### src/design/csr_map.svh
// register indices, field positions and reset values of the color sensor readout
// What this block does
// - status register ignores all host writes
// - front end saturation sets status bit 7
// - saturation clears on clear-channel command or disable
// - saturation interrupts only with its enable set
// - saturation enable is auxiliary bit 5
// - threshold crossing with persistence sets status bit 4
// - persistence code maps to consecutive out-of-range counts
// - completed cycle after enable sets status bit 0
// - clear, red, green, blue as byte pairs
// - low read copies high byte into shadow
// - shadow holds across later conversion cycles
// - routing bit 7 puts infrared on clear
// - any written byte acts as the command
// - force write asserts an interrupt
// - clear-channel clear write drops clear-channel interrupts
// - clear-all write drops every pending interrupt
// - clear compared against byte-built low/high thresholds
`ifndef CSR_MAP_SVH
`define CSR_MAP_SVH

// ----------------------------------------------------------------
// register indices (byte address is four times the index)
// ----------------------------------------------------------------
`define CSR_IDX_ENABLE 8'h80
`define CSR_IDX_LOW_THR_L 8'h84
`define CSR_IDX_LOW_THR_H 8'h85
`define CSR_IDX_HIGH_THR_L 8'h86
`define CSR_IDX_HIGH_THR_H 8'h87
`define CSR_IDX_PERSIST 8'h8C
`define CSR_IDX_AUX 8'h90
`define CSR_IDX_STATUS 8'h93
`define CSR_IDX_CLEAR_L 8'h94
`define CSR_IDX_CLEAR_H 8'h95
`define CSR_IDX_RED_L 8'h96
`define CSR_IDX_RED_H 8'h97
`define CSR_IDX_GREEN_L 8'h98
`define CSR_IDX_GREEN_H 8'h99
`define CSR_IDX_BLUE_L 8'h9A
`define CSR_IDX_BLUE_H 8'h9B
`define CSR_IDX_IR_ROUTE 8'hC0
`define CSR_IDX_FORCE 8'hE4
`define CSR_IDX_CLR_CHAN 8'hE6
`define CSR_IDX_CLR_ALL 8'hE7

// ----------------------------------------------------------------
// field positions and reset values
// ----------------------------------------------------------------
`define CSR_BIT_ENABLE 0
`define CSR_BIT_SAT 7
`define CSR_BIT_LIGHT 4
`define CSR_BIT_VALID 0
`define CSR_BIT_SAT_IEN 5
`define CSR_BIT_IR_ROUTE 7
`define CSR_RST_BYTE 8'h00
`define CSR_RST_WORD 16'h0000
`define CSR_PERS_STEP 6'h05
`define CSR_PERS_BASE 4'h3
`define CSR_CNT_MAX 6'h3F

`endif

### src/design/csr_pkg.sv
// types shared by the color sensor readout
package csr_pkg;

    // ----------------------------------------------------------------
    // bus request captured in the address phase
    // ----------------------------------------------------------------
    typedef struct packed {
        logic [7:0] idx;
        logic mapped;
        logic write;
    } csr_req_t;

    // ----------------------------------------------------------------
    // one completed color measurement cycle
    // ----------------------------------------------------------------
    typedef struct packed {
        logic [15:0] clear;
        logic [15:0] red;
        logic [15:0] green;
        logic [15:0] blue;
        logic [15:0] ir;
    } csr_result_t;

    typedef enum logic {
        CSR_BUS_IDLE,
        CSR_BUS_DATA
    } csr_bus_state_t;

endpackage

### src/design/csr_readout.sv
// color sensor status and result readout behind an AHB-Lite slave
`timescale 1ns/1ps
`include "csr_map.svh"

module csr_readout
    import csr_pkg::*;
(
    input wire logic clk,
    input wire logic srst,
    input wire logic hsel,
    input wire logic [31:0] haddr,
    input wire logic [1:0] htrans,
    input wire logic hwrite,
    input wire logic [2:0] hsize,
    input wire logic [31:0] hwdata,
    input wire logic hready,
    output logic hreadyout,
    output logic [31:0] hrdata,
    output logic hresp,
    input wire logic cycle_done,
    input wire csr_result_t result_in,
    input wire logic sat_event,
    output logic measurement_enable,
    output logic int_n_o,
    output logic int_n_oe
);

    // ----------------------------------------------------------------
    // helpers
    // ----------------------------------------------------------------
    function automatic logic is_low_result(input logic [7:0] idx);
        is_low_result = (idx == `CSR_IDX_CLEAR_L) || (idx == `CSR_IDX_RED_L) ||
                        (idx == `CSR_IDX_GREEN_L) || (idx == `CSR_IDX_BLUE_L);
    endfunction

    // persistence code to the number of consecutive out-of-range cycles
    function automatic logic [5:0] pers_needed(input logic [3:0] code);
        logic [5:0] steps;
        steps = {2'b00, code - `CSR_PERS_BASE};
        if (code <= `CSR_PERS_BASE) begin
            pers_needed = {2'b00, code};
        end else if (code == 4'h4) begin
            pers_needed = `CSR_PERS_STEP;
        end else begin
            pers_needed = 6'(steps * `CSR_PERS_STEP);
        end
    endfunction

    csr_bus_state_t state;
    csr_req_t req;
    csr_result_t res;
    logic [7:0] low_thr_l;
    logic [7:0] low_thr_h;
    logic [7:0] high_thr_l;
    logic [7:0] high_thr_h;
    logic [3:0] persistence_count;
    logic saturation_irq_enable;
    logic ir_route;
    logic saturation_flag;
    logic light_threshold_flag;
    logic cycle_valid_flag;
    logic force_flag;
    logic [7:0] shadow;
    logic [5:0] out_cnt;
    logic [7:0] next_rdata;
    logic accept;
    logic wr_fire;
    logic rd_fire;
    logic [7:0] wbyte;
    logic cmd_force;
    logic cmd_clr_chan;
    logic cmd_clr_all;
    logic meas_cycle;
    logic out_of_range;
    logic light_hit;
    logic [5:0] next_cnt;
    logic [15:0] reported_clear;

    assign accept = hsel && htrans[1] && hready && (state == CSR_BUS_IDLE);
    assign wr_fire = (state == CSR_BUS_DATA) && req.write && req.mapped;
    assign rd_fire = (state == CSR_BUS_DATA) && !req.write;
    assign wbyte = hwdata[7:0];
    // the written byte itself is never looked at
    // any byte commands
    assign cmd_force = wr_fire && (req.idx == `CSR_IDX_FORCE);
    assign cmd_clr_chan = wr_fire && (req.idx == `CSR_IDX_CLR_CHAN);
    assign cmd_clr_all = wr_fire && (req.idx == `CSR_IDX_CLR_ALL);
    assign meas_cycle = cycle_done && measurement_enable;
    assign reported_clear = ir_route ? res.ir : res.clear;

    // ----------------------------------------------------------------
    // bus slave: one wait state, then the answer
    // ----------------------------------------------------------------
    always_ff @(posedge clk) begin
        if (srst) begin
            state <= CSR_BUS_IDLE;
            req <= '0;
        end else begin
            unique case (state)
                CSR_BUS_IDLE: begin
                    if (accept) begin
                        state <= CSR_BUS_DATA;
                        req.idx <= haddr[9:2];
                        req.mapped <= (haddr[31:10] == 22'h000000) && (haddr[1:0] == 2'b00);
                        req.write <= hwrite;
                    end
                end
                CSR_BUS_DATA: begin
                    state <= CSR_BUS_IDLE;
                end
            endcase
        end
    end

    always_ff @(posedge clk) begin
        if (srst) begin
            hreadyout <= 1'b1;
            hresp <= 1'b0;
        end else begin
            hreadyout <= !accept;
            hresp <= 1'b0;
        end
    end

    always_ff @(posedge clk) begin
        if (srst) begin
            hrdata <= 32'h00000000;
        end else if (rd_fire) begin
            hrdata <= {24'h000000, req.mapped ? next_rdata : `CSR_RST_BYTE};
        end
    end

    // ----------------------------------------------------------------
    // read multiplexer
    // ----------------------------------------------------------------
    // control, status and result byte registers
    always_comb begin
        next_rdata = `CSR_RST_BYTE;
        unique case (req.idx)
            `CSR_IDX_ENABLE: next_rdata[`CSR_BIT_ENABLE] = measurement_enable;
            `CSR_IDX_LOW_THR_L: next_rdata = low_thr_l;
            `CSR_IDX_LOW_THR_H: next_rdata = low_thr_h;
            `CSR_IDX_HIGH_THR_L: next_rdata = high_thr_l;
            `CSR_IDX_HIGH_THR_H: next_rdata = high_thr_h;
            `CSR_IDX_PERSIST: next_rdata = {4'h0, persistence_count};
            `CSR_IDX_AUX: next_rdata[`CSR_BIT_SAT_IEN] = saturation_irq_enable;
            `CSR_IDX_STATUS: begin
                next_rdata[`CSR_BIT_SAT] = saturation_flag;
                next_rdata[`CSR_BIT_LIGHT] = light_threshold_flag;
                next_rdata[`CSR_BIT_VALID] = cycle_valid_flag;
            end
            `CSR_IDX_CLEAR_L: next_rdata = reported_clear[7:0];
            `CSR_IDX_RED_L: next_rdata = res.red[7:0];
            `CSR_IDX_GREEN_L: next_rdata = res.green[7:0];
            `CSR_IDX_BLUE_L: next_rdata = res.blue[7:0];
            `CSR_IDX_CLEAR_H, `CSR_IDX_RED_H, `CSR_IDX_GREEN_H, `CSR_IDX_BLUE_H: next_rdata = shadow;
            `CSR_IDX_IR_ROUTE: next_rdata[`CSR_BIT_IR_ROUTE] = ir_route;
            default: next_rdata = `CSR_RST_BYTE;
        endcase
    end

    // ----------------------------------------------------------------
    // writable control registers
    // ----------------------------------------------------------------
    // status not writable
    always_ff @(posedge clk) begin
        if (srst) begin
            measurement_enable <= 1'b0;
            low_thr_l <= `CSR_RST_BYTE;
            low_thr_h <= `CSR_RST_BYTE;
            high_thr_l <= `CSR_RST_BYTE;
            high_thr_h <= `CSR_RST_BYTE;
            persistence_count <= 4'h0;
            saturation_irq_enable <= 1'b0;
            ir_route <= 1'b0;
        end else if (wr_fire) begin
            if (req.idx == `CSR_IDX_ENABLE) measurement_enable <= wbyte[`CSR_BIT_ENABLE];
            if (req.idx == `CSR_IDX_LOW_THR_L) low_thr_l <= wbyte;
            if (req.idx == `CSR_IDX_LOW_THR_H) low_thr_h <= wbyte;
            if (req.idx == `CSR_IDX_HIGH_THR_L) high_thr_l <= wbyte;
            if (req.idx == `CSR_IDX_HIGH_THR_H) high_thr_h <= wbyte;
            if (req.idx == `CSR_IDX_PERSIST) persistence_count <= wbyte[3:0];
            if (req.idx == `CSR_IDX_AUX) saturation_irq_enable <= wbyte[`CSR_BIT_SAT_IEN];
            if (req.idx == `CSR_IDX_IR_ROUTE) ir_route <= wbyte[`CSR_BIT_IR_ROUTE];
        end
    end

    // ----------------------------------------------------------------
    // results and shadow latch
    // ----------------------------------------------------------------
    always_ff @(posedge clk) begin
        if (srst) begin
            res <= '0;
        end else if (meas_cycle) begin
            res <= result_in;
        end
    end

    always_ff @(posedge clk) begin
        if (srst) begin
            shadow <= `CSR_RST_BYTE;
        end else if (rd_fire && req.mapped && is_low_result(req.idx)) begin
            unique case (req.idx)
                `CSR_IDX_CLEAR_L: shadow <= reported_clear[15:8];
                `CSR_IDX_RED_L: shadow <= res.red[15:8];
                `CSR_IDX_GREEN_L: shadow <= res.green[15:8];
                default: shadow <= res.blue[15:8];
            endcase
        end
    end

    // ----------------------------------------------------------------
    // threshold and persistence
    // ----------------------------------------------------------------
    // sixteen bit thresholds
    assign out_of_range = (result_in.clear < {low_thr_h, low_thr_l}) ||
                          (result_in.clear > {high_thr_h, high_thr_l});
    assign next_cnt = (out_cnt == `CSR_CNT_MAX) ? out_cnt : out_cnt + 6'h01;
    assign light_hit = meas_cycle && ((persistence_count == 4'h0) ||
                       (out_of_range && (next_cnt >= pers_needed(persistence_count))));

    always_ff @(posedge clk) begin
        if (srst || !measurement_enable) begin
            out_cnt <= 6'h00;
        end else if (meas_cycle) begin
            out_cnt <= out_of_range ? next_cnt : 6'h00;
        end
    end

    // ----------------------------------------------------------------
    // status flags: a set in the same cycle beats a clear
    // ----------------------------------------------------------------
    always_ff @(posedge clk) begin
        if (srst) begin
            saturation_flag <= 1'b0;
        end else if (sat_event && measurement_enable) begin
            saturation_flag <= 1'b1;
        end else if (cmd_clr_chan || cmd_clr_all || !measurement_enable) begin
            saturation_flag <= 1'b0;
        end
    end

    always_ff @(posedge clk) begin
        if (srst) begin
            light_threshold_flag <= 1'b0;
        end else if (light_hit) begin
            light_threshold_flag <= 1'b1;
        end else if (cmd_clr_chan || cmd_clr_all) begin
            light_threshold_flag <= 1'b0;
        end
    end

    always_ff @(posedge clk) begin
        if (srst || !measurement_enable) begin
            cycle_valid_flag <= 1'b0;
        end else if (meas_cycle) begin
            cycle_valid_flag <= 1'b1;
        end
    end

    always_ff @(posedge clk) begin
        if (srst) begin
            force_flag <= 1'b0;
        end else if (cmd_force) begin
            force_flag <= 1'b1;
        end else if (cmd_clr_all) begin
            force_flag <= 1'b0;
        end
    end

    // ----------------------------------------------------------------
    // open-drain interrupt pin
    // ----------------------------------------------------------------
    // gated saturation source
    always_ff @(posedge clk) begin
        if (srst) begin
            int_n_o <= 1'b0;
            int_n_oe <= 1'b0;
        end else begin
            int_n_o <= 1'b0;
            int_n_oe <= light_threshold_flag || force_flag || (saturation_flag && saturation_irq_enable);
        end
    end
endmodule

### config.mk
export PLATFORM = sky130hd
export DESIGN_NAME = csr_readout
export DESIGN_NICKNAME = d
export VERILOG_FILES = /design/src/design/csr_pkg.sv /design/src/design/csr_readout.sv
export VERILOG_INCLUDE_DIRS = /design/src /design/src/design
export SDC_FILE = /design/constraint.sdc
export NUM_CORES = 1
export LEC_CHECK = 0
export BUFFER_PORTS_ARGS = -buffer_cell sky130_fd_sc_hd__buf_4
export CAP_MARGIN = 20
export CORE_AREA = 5 5 138 140
export CTS_CLUSTER_SIZE = 25
export DETAILED_ROUTE_END_ITERATION = 16
export DIE_AREA = 0 0 143 145
export GPL_TIMING_DRIVEN = 0
export PLACE_DENSITY_LB_ADDON = 0.3
export SYNTH_ARGS = -nofsm -noshare
export SYNTH_HDL_FRONTEND = slang
export SYNTH_SLANG_ARGS = --single-unit
### constraint.sdc
create_clock -name clk -period 2.7 [get_ports clk]
set_input_delay 0.135 -clock clk [delete_from_list [all_inputs] [get_ports clk]]
set_output_delay 0.135 -clock clk [all_outputs]
set_load 0.02 [all_outputs]
# Yosys cells after proc, flatten, opt, wreduce, memory -nomap -nowiden
# Cells that the tools add are included.
[op_classes] bitwise_logic=1 n_reduce_logical=46 n_lt_le_gt_ge=4 n_addsub=2 eq_ne=22 mul=1 mux=21
[ops] cell="$eq 8x8->1 const B" n=20
[ops] cell="$pmux 3 s10" n=1
[ops] cell="$mux 6" n=4
[ops] cell="$pmux 8 s3" n=1
[ops] cell="$logic_not 22->1" n=1
[ops] cell="$pmux 1 s10" n=2
[ops] cell="$reduce_and 2->1" n=9
[ops] cell="$logic_and 1x1->1" n=17
[ops] cell="$gt 16x16->1" n=1
[ops] cell="$lt 16x16->1" n=1
[ops] cell="$mux 16" n=1
[ops] cell="$pmux 1 s12" n=1
[ops] cell="$pmux 1 s11" n=1
[ops] cell="$logic_or 1x1->1" n=10
[ops] cell="$pmux 1 s9" n=1
[ops] cell="$mux 8" n=1
[ops] cell="$mux 1" n=7
[ops] cell="$add 6x1->6 const B" n=1
[ops] cell="$eq 6x6->1 const B" n=1
[ops] cell="$ge 6x6->1" n=1
[ops] cell="$mul 4x3->6 const B" n=1
[ops] cell="$reduce_bool 2->1" n=3
[ops] cell="$eq 4x3->1 const B" n=1
[ops] cell="$le 4x2->1 const B" n=1
[ops] cell="other kinds (7)" n=9
[word_totals] register_bits=158 inputBits=156 elab_cells=123 out_inout_bits=37

# Logic depth before layout (Yosys ltp)
[depth] depth_word=9 mapped_depth=13

# Worst setup path after synthesis
# No wires, ideal clock.
[synth_path] path_kind="register -> register" start="reg persistence_count[2]" end="reg light_threshold_flag" t_arrival_ns=2.508 setup_slack_ns=0.076 path_buffers=1 setup_time_ns=0.116 path_stages_with_launch=14 cell_sequence="dfxtp_1 clkbuf_1 a21oi_1 xor2_1 ha_1 ha_1 inv_1 fa_1 xnor2_1 nand2_1 ha_1 a21oi_1 o21ai_0 a41o_1"
[synth_via] elab_chain_len=9
[synth_rtl] item="start: declaration" line_no="csr_readout.sv:56" text="logic [3:0] persistence_count;"
[synth_rtl] item="start signal: assignment" line_no="csr_readout.sv:182" text="if (req.idx == `CSR_IDX_PERSIST) persistence_count <= wbyte[3:0];"
[synth_rtl] item="$sub 4x2->4 (no line)"
[synth_rtl] item="$mul 4x3->6 (no line)"
[synth_rtl] item="$mux 6" line_no="csr_readout.sv:42" text="end else if (code == 4'h4) begin"
[synth_rtl] item="$mux 6" line_no="csr_readout.sv:40" text="if (code <= `CSR_PERS_BASE) begin"
[synth_rtl] item="$ge 6x6->1" line_no="csr_readout.sv:220" text="(out_of_range && (next_cnt >= pers_needed(persistence_count))));"
[synth_rtl] item="$logic_and 1x1->1" line_no="csr_readout.sv:220"
[synth_rtl] item="$logic_or 1x1->1 *" line_no="csr_readout.sv:219" text="assign light_hit = meas_cycle && ((persistence_count == 4'h0) ||"
[synth_rtl] item="$logic_and 1x1->1 *" line_no="csr_readout.sv:219"
[synth_rtl] item="$mux 1 or $reduce_bool 2->1 (tied branches)"
[synth_rtl] item="end signal: assignment" line_no="csr_readout.sv:245" text="light_threshold_flag <= 1'b0;"
[synth_rtl] item="end signal: assignment" line_no="csr_readout.sv:247" text="light_threshold_flag <= 1'b1;"
[synth_rtl] item="end signal: assignment" line_no="csr_readout.sv:249" text="light_threshold_flag <= 1'b0;"
[synth_rtl] item="end: declaration" line_no="csr_readout.sv:60" text="logic light_threshold_flag;"
# Every way passes the cells marked *; elsewhere a longest branch is shown, timed or not.
# A chain may end at the register's enable or synchronous reset.

# Worst setup path in the final report
[layout_path] start="reg persistence_count[1]" end="reg light_threshold_flag"
# The elaborated chain is that of the path after synthesis.

==> Flow_metrics.wiki <==
{| class="wikitable"
! Metric !! Value
|-
| Status || complete, no violations
|-
| Number of standard-cell rows in the floorplan || 49
|-
| Switching portion of total power || 24.7%
|-
| NumNets Final || 1552
|-
| Number of flops mapped to enable cells by yosys || 0
|-
| Leading post-synthesis cells by cell area || sky130_fd_sc_hd__dfxtp_1 (37%), sky130_fd_sc_hd__nand2_1 (11%), sky130_fd_sc_hd__a21oi_1 (8.7%)
|-
| Average cell area after synthesis || 7.81 µm²
|-
| Biggest fanout along the worst timing path || 6
|-
| Portion of synthesized cell area occupied by the leading cell type || 37.4%
|-
| Setup Skew || 9.37 ps
|-
| Synth async-reset ratio || 0%
|-
| Combinational group share of total power || 10.5%
|-
| Pin count of the biggest net entering global routing || 17
|-
| Number of antenna violations at the first check in global routing || 0
|-
| Flop and latch count out of synthesis || 158
|-
| Antenna violation net count after detailed routing || 0
|-
| Startpoint kind of the worst setup timing path || flip-flop
|-
| Number of top-level design ports || 193
|-
| Share of cells above drive strength 1 || 18.3%
|-
| Clock tree sinks || 158
|-
| Critical setup path kind || reg -> reg
|-
| GR Overflow Total || 0
|-
| Most common flop cell mapped by yosys || sky130_fd_sc_hd__dfxtp_1
|-
| Sequential area share after synthesis || 37.4%
|-
| Reg2Reg Launch Point || persistence_count[1]
|-
| Floorplan die area || 0.0207 mm²
|-
| Area growth from synthesis to layout || 34.9%
|-
| Data arrival at the endpoint of the critical path || 2920 ps
|-
| Wire length of the first global-routing pass || 47600 µm
|-
| Commonest non-fill, non-tap cells in the layout || sky130_fd_sc_hd__nand2_1 (254), sky130_fd_sc_hd__buf_4 (170), sky130_fd_sc_hd__dfxtp_1 (154), sky130_fd_sc_hd__a21oi_1 (146), sky130_fd_sc_hd__dlygate4sd3_1 (87)
|-
| Total track usage || 29.7%
|-
| CTS clk-pin slew, worst paths || 70 ps
|-
| Share of power burned in registers || 43.5%
|-
| Number of CTS-inserted buffers || 17
|-
| Worst slew margin || 30.5%
|-
| Final standard cell count with taps included and fillers excluded || 1594
|-
| Number of failing setup endpoints in the final timing report || 0
|-
| Gate Count Post-Synth || 1084
|-
| Power density relative to cell area || 471 mW/mm²
|-
| Cell variety after synth || 72
|-
| Count of input and output buffers || 138
|-
| Largest voltage drop on the vdd net || 559 µV
|-
| Class of the most critical hold timing path || in -> reg
|-
| Max Transition Viols Final || 0
|-
| Final Hold Violating Endpoints || 0
|-
| Post-synth design cell area || 0.00846 mm²
|-
| Unrepaired setup endpoints after global routing || false
|-
| Final Cycle Share || 96.1%
|-
| Final RePlAce weighted congestion || 0.942
|-
| Synthesis Warnings || 0
|-
| X dimension of the die || 143 µm
|-
| Clock tree from TritonCTS || built
|-
| Starting Density || 47.8%
|-
| Final setup TNS || 0 ps
|-
| Net load switching power || 1.33 mW
|-
| Commonest non-fill, non-tap cell in the layout || sky130_fd_sc_hd__nand2_1
|-
| Crit path launch || persistence_count[1]
|-
| Worst R2R End || light_threshold_flag
|-
| Clock H-tree levels || 4
|-
| Clock group share of total power || 46.0%
|-
| Total DRC errors in the routed layout || 0
|-
| Wire length reported by the detailed router || 31500 µm
|-
| Worst skew pair latency || 440 ps
|-
| Crit. End Element || flip-flop
|-
| DR WL/cell || 19.8 µm
|-
| Endpoint required time on the critical path || 3020 ps
|-
| Crit path time final || 2590 ps
|-
| Post-synth top area cell || sky130_fd_sc_hd__dfxtp_1
|-
| Capture point of the worst path || light_threshold_flag
|-
| Count of inserted antenna diode cells || 0
|-
| Detailed router's first-iteration violation count || 991
|-
| HPWL after detailed placement || 23000 µm
|-
| Depth of the most critical reg-to-reg path || 12
|-
| Total iterations of the first detailed-routing run || 6
|-
| DR vias || 8892
|-
| Clock root buffer || sky130_fd_sc_hd__clkbuf_16
|-
| Internal Pwr Total || 4.05 mW
|-
| Total of max-cap violations || 0
|-
| Number of vias per cell after detailed routing || 5.58
|-
| Max Clk Rate || 0.385 GHz
|-
| Die Height || 145 µm
|-
| Leakage || 4.28 nW
|-
| Worst-margin pin slew || 1020 ps
|-
| Via count of the first global-routing pass || 8513
|-
| CTS Buffer Depth || 2
|-
| Slack of the worst reg-to-reg path || 110 ps
|-
| Placed Cells incl. Taps || 1476
|-
| Standard cell core area || 0.0177 mm²
|}
[synth_stat cells, drive strengths merged (7+ instances only)]
library cell	n
a311oi	8
nand3	21
a21o	8
a22oi	17
nor3	15
buf	54
nand2	255
nor2b	11
dfxtp	158
mux2i	29
ha	43
clkbuf	43
o21ai	24
nor2	73
nand2b	13
and3	8
nor4	12
a21oi	147
inv	42
nand4	8
a32o	7
[sequential cells by signal, summed over array words and instances, names as in the netlist]
register,count
int_n_oe,1
hrdata,8
persistence_count,4
saturation_flag,1
low_thr_h,8
high_thr_h,8
light_threshold_flag,1
req,10
res,80
low_thr_l,8
high_thr_l,8
shadow,8
hreadyout,1
out_cnt,6
ir_route,1
state,1
saturation_irq_enable,1
cycle_valid_flag,1
force_flag,1
measurement_enable,1
[repair_timing]
item,4_1_cts,5_1_grt
hold endpoints to repair,94,0
setup buffers,1,1
endpoints found under the setup margin,1,3
resized for setup,7,9
pin swaps,0,0
hold buffers,87,0
[cells by family (layout without fill, tap and decap cells)]
| kind of cell | Yosys count | count (layout) | synth area share (%) |
|---|---|---|---|
| AOI/OAI and AO/OA | 266 | 266 | 19.6 |
| xor gates and xnor gates | 6 | 6 | 0.621 |
| adders and majority gates | 44 | 44 | 6.59 |
| buffers and inverters | 139 | 395 | 8.23 |
| DFF | 158 | 158 | 37.4 |
| muxes | 34 | 34 | 4.10 |
| other | 1 | 26 | 0.0443 |
| and+or+nand+nor | 436 | 436 | 23.4 |
[worst min path at each step]
stage | start | end | slack (ps) | cells past startpoint
floorplan | sat_event | saturation_flag | 250 | 2
global route | result_in[72] | res[72] | 10 | 3
finish | result_in[72] | res[72] | 9 | 3
detailed placement | sat_event | saturation_flag | 360 | 3
global placement | sat_event | saturation_flag | 350 | 3
CTS | hwdata[7] | low_thr_l[7] | 0.9 | 3
[power by group through the flow]
stage          Clock (mW)  Combinational (mW)  Sequential (mW)
2_1_floorplan           0               0.206             2.40
3_3_place_gp            0               0.442             2.40
3_5_place_dp            0               0.445             2.40
4_1_cts              2.49               0.547             2.34
5_1_grt              2.59               0.600             2.34
6_report             2.48               0.565             2.34
[per-layer routing]
| metal | vias up | global-route usage (%) | share of wire, % |
|---|---|---|---|
| li1 | 4253 | - | - |
| met1 | 4117 | 40.3 | 42 |
| met2 | 444 | 46.6 | 46 |
| met3 | 78 | 6.22 | 9.1 |
| met4 | 0 | 10.6 | 3.4 |
| met5 | - | 0 | 0 |
[through the flow]
step                util, %  worst slack (ps)  cell area (µm²)  hold WS (ps)  power, mW
CTS                    64.2              3.88            11400         0.874       5.38
detailed placement     55.8              -252             9880           355       2.84
floorplan                 -              75.8             8560           252       2.60
global route           64.4             0.209            11400          13.3       5.53
global placement       55.8              -218             9880           345       2.84
finish                 64.4               106            11400          8.79       5.38
[critical path: stages (launching register included)]
cell and delay (ps):
sky130_fd_sc_hd__dfxtp_2 400, sky130_fd_sc_hd__inv_1 90, sky130_fd_sc_hd__ha_4 220, sky130_fd_sc_hd__ha_1 280, sky130_fd_sc_hd__ha_1 140, sky130_fd_sc_hd__inv_1 40
sky130_fd_sc_hd__fa_1 370, sky130_fd_sc_hd__xnor2_1 160, sky130_fd_sc_hd__nand2_1 100, sky130_fd_sc_hd__ha_4 230, sky130_fd_sc_hd__a21oi_1 130, sky130_fd_sc_hd__o21ai_1 90
sky130_fd_sc_hd__a41o_1 240
[layout make-up]
cell class              instances  area (µm²)
flip-flops and latches        158        3180
repair buffers                227        1920
fillers                      1521        6300
well taps                     229         287
plain buffers                  94         528
clock inverters                13         150
inverters                      42         158
clock buffers                  19         453
multi-input cells             812        4740
Power figures use the tool's default switching activity.
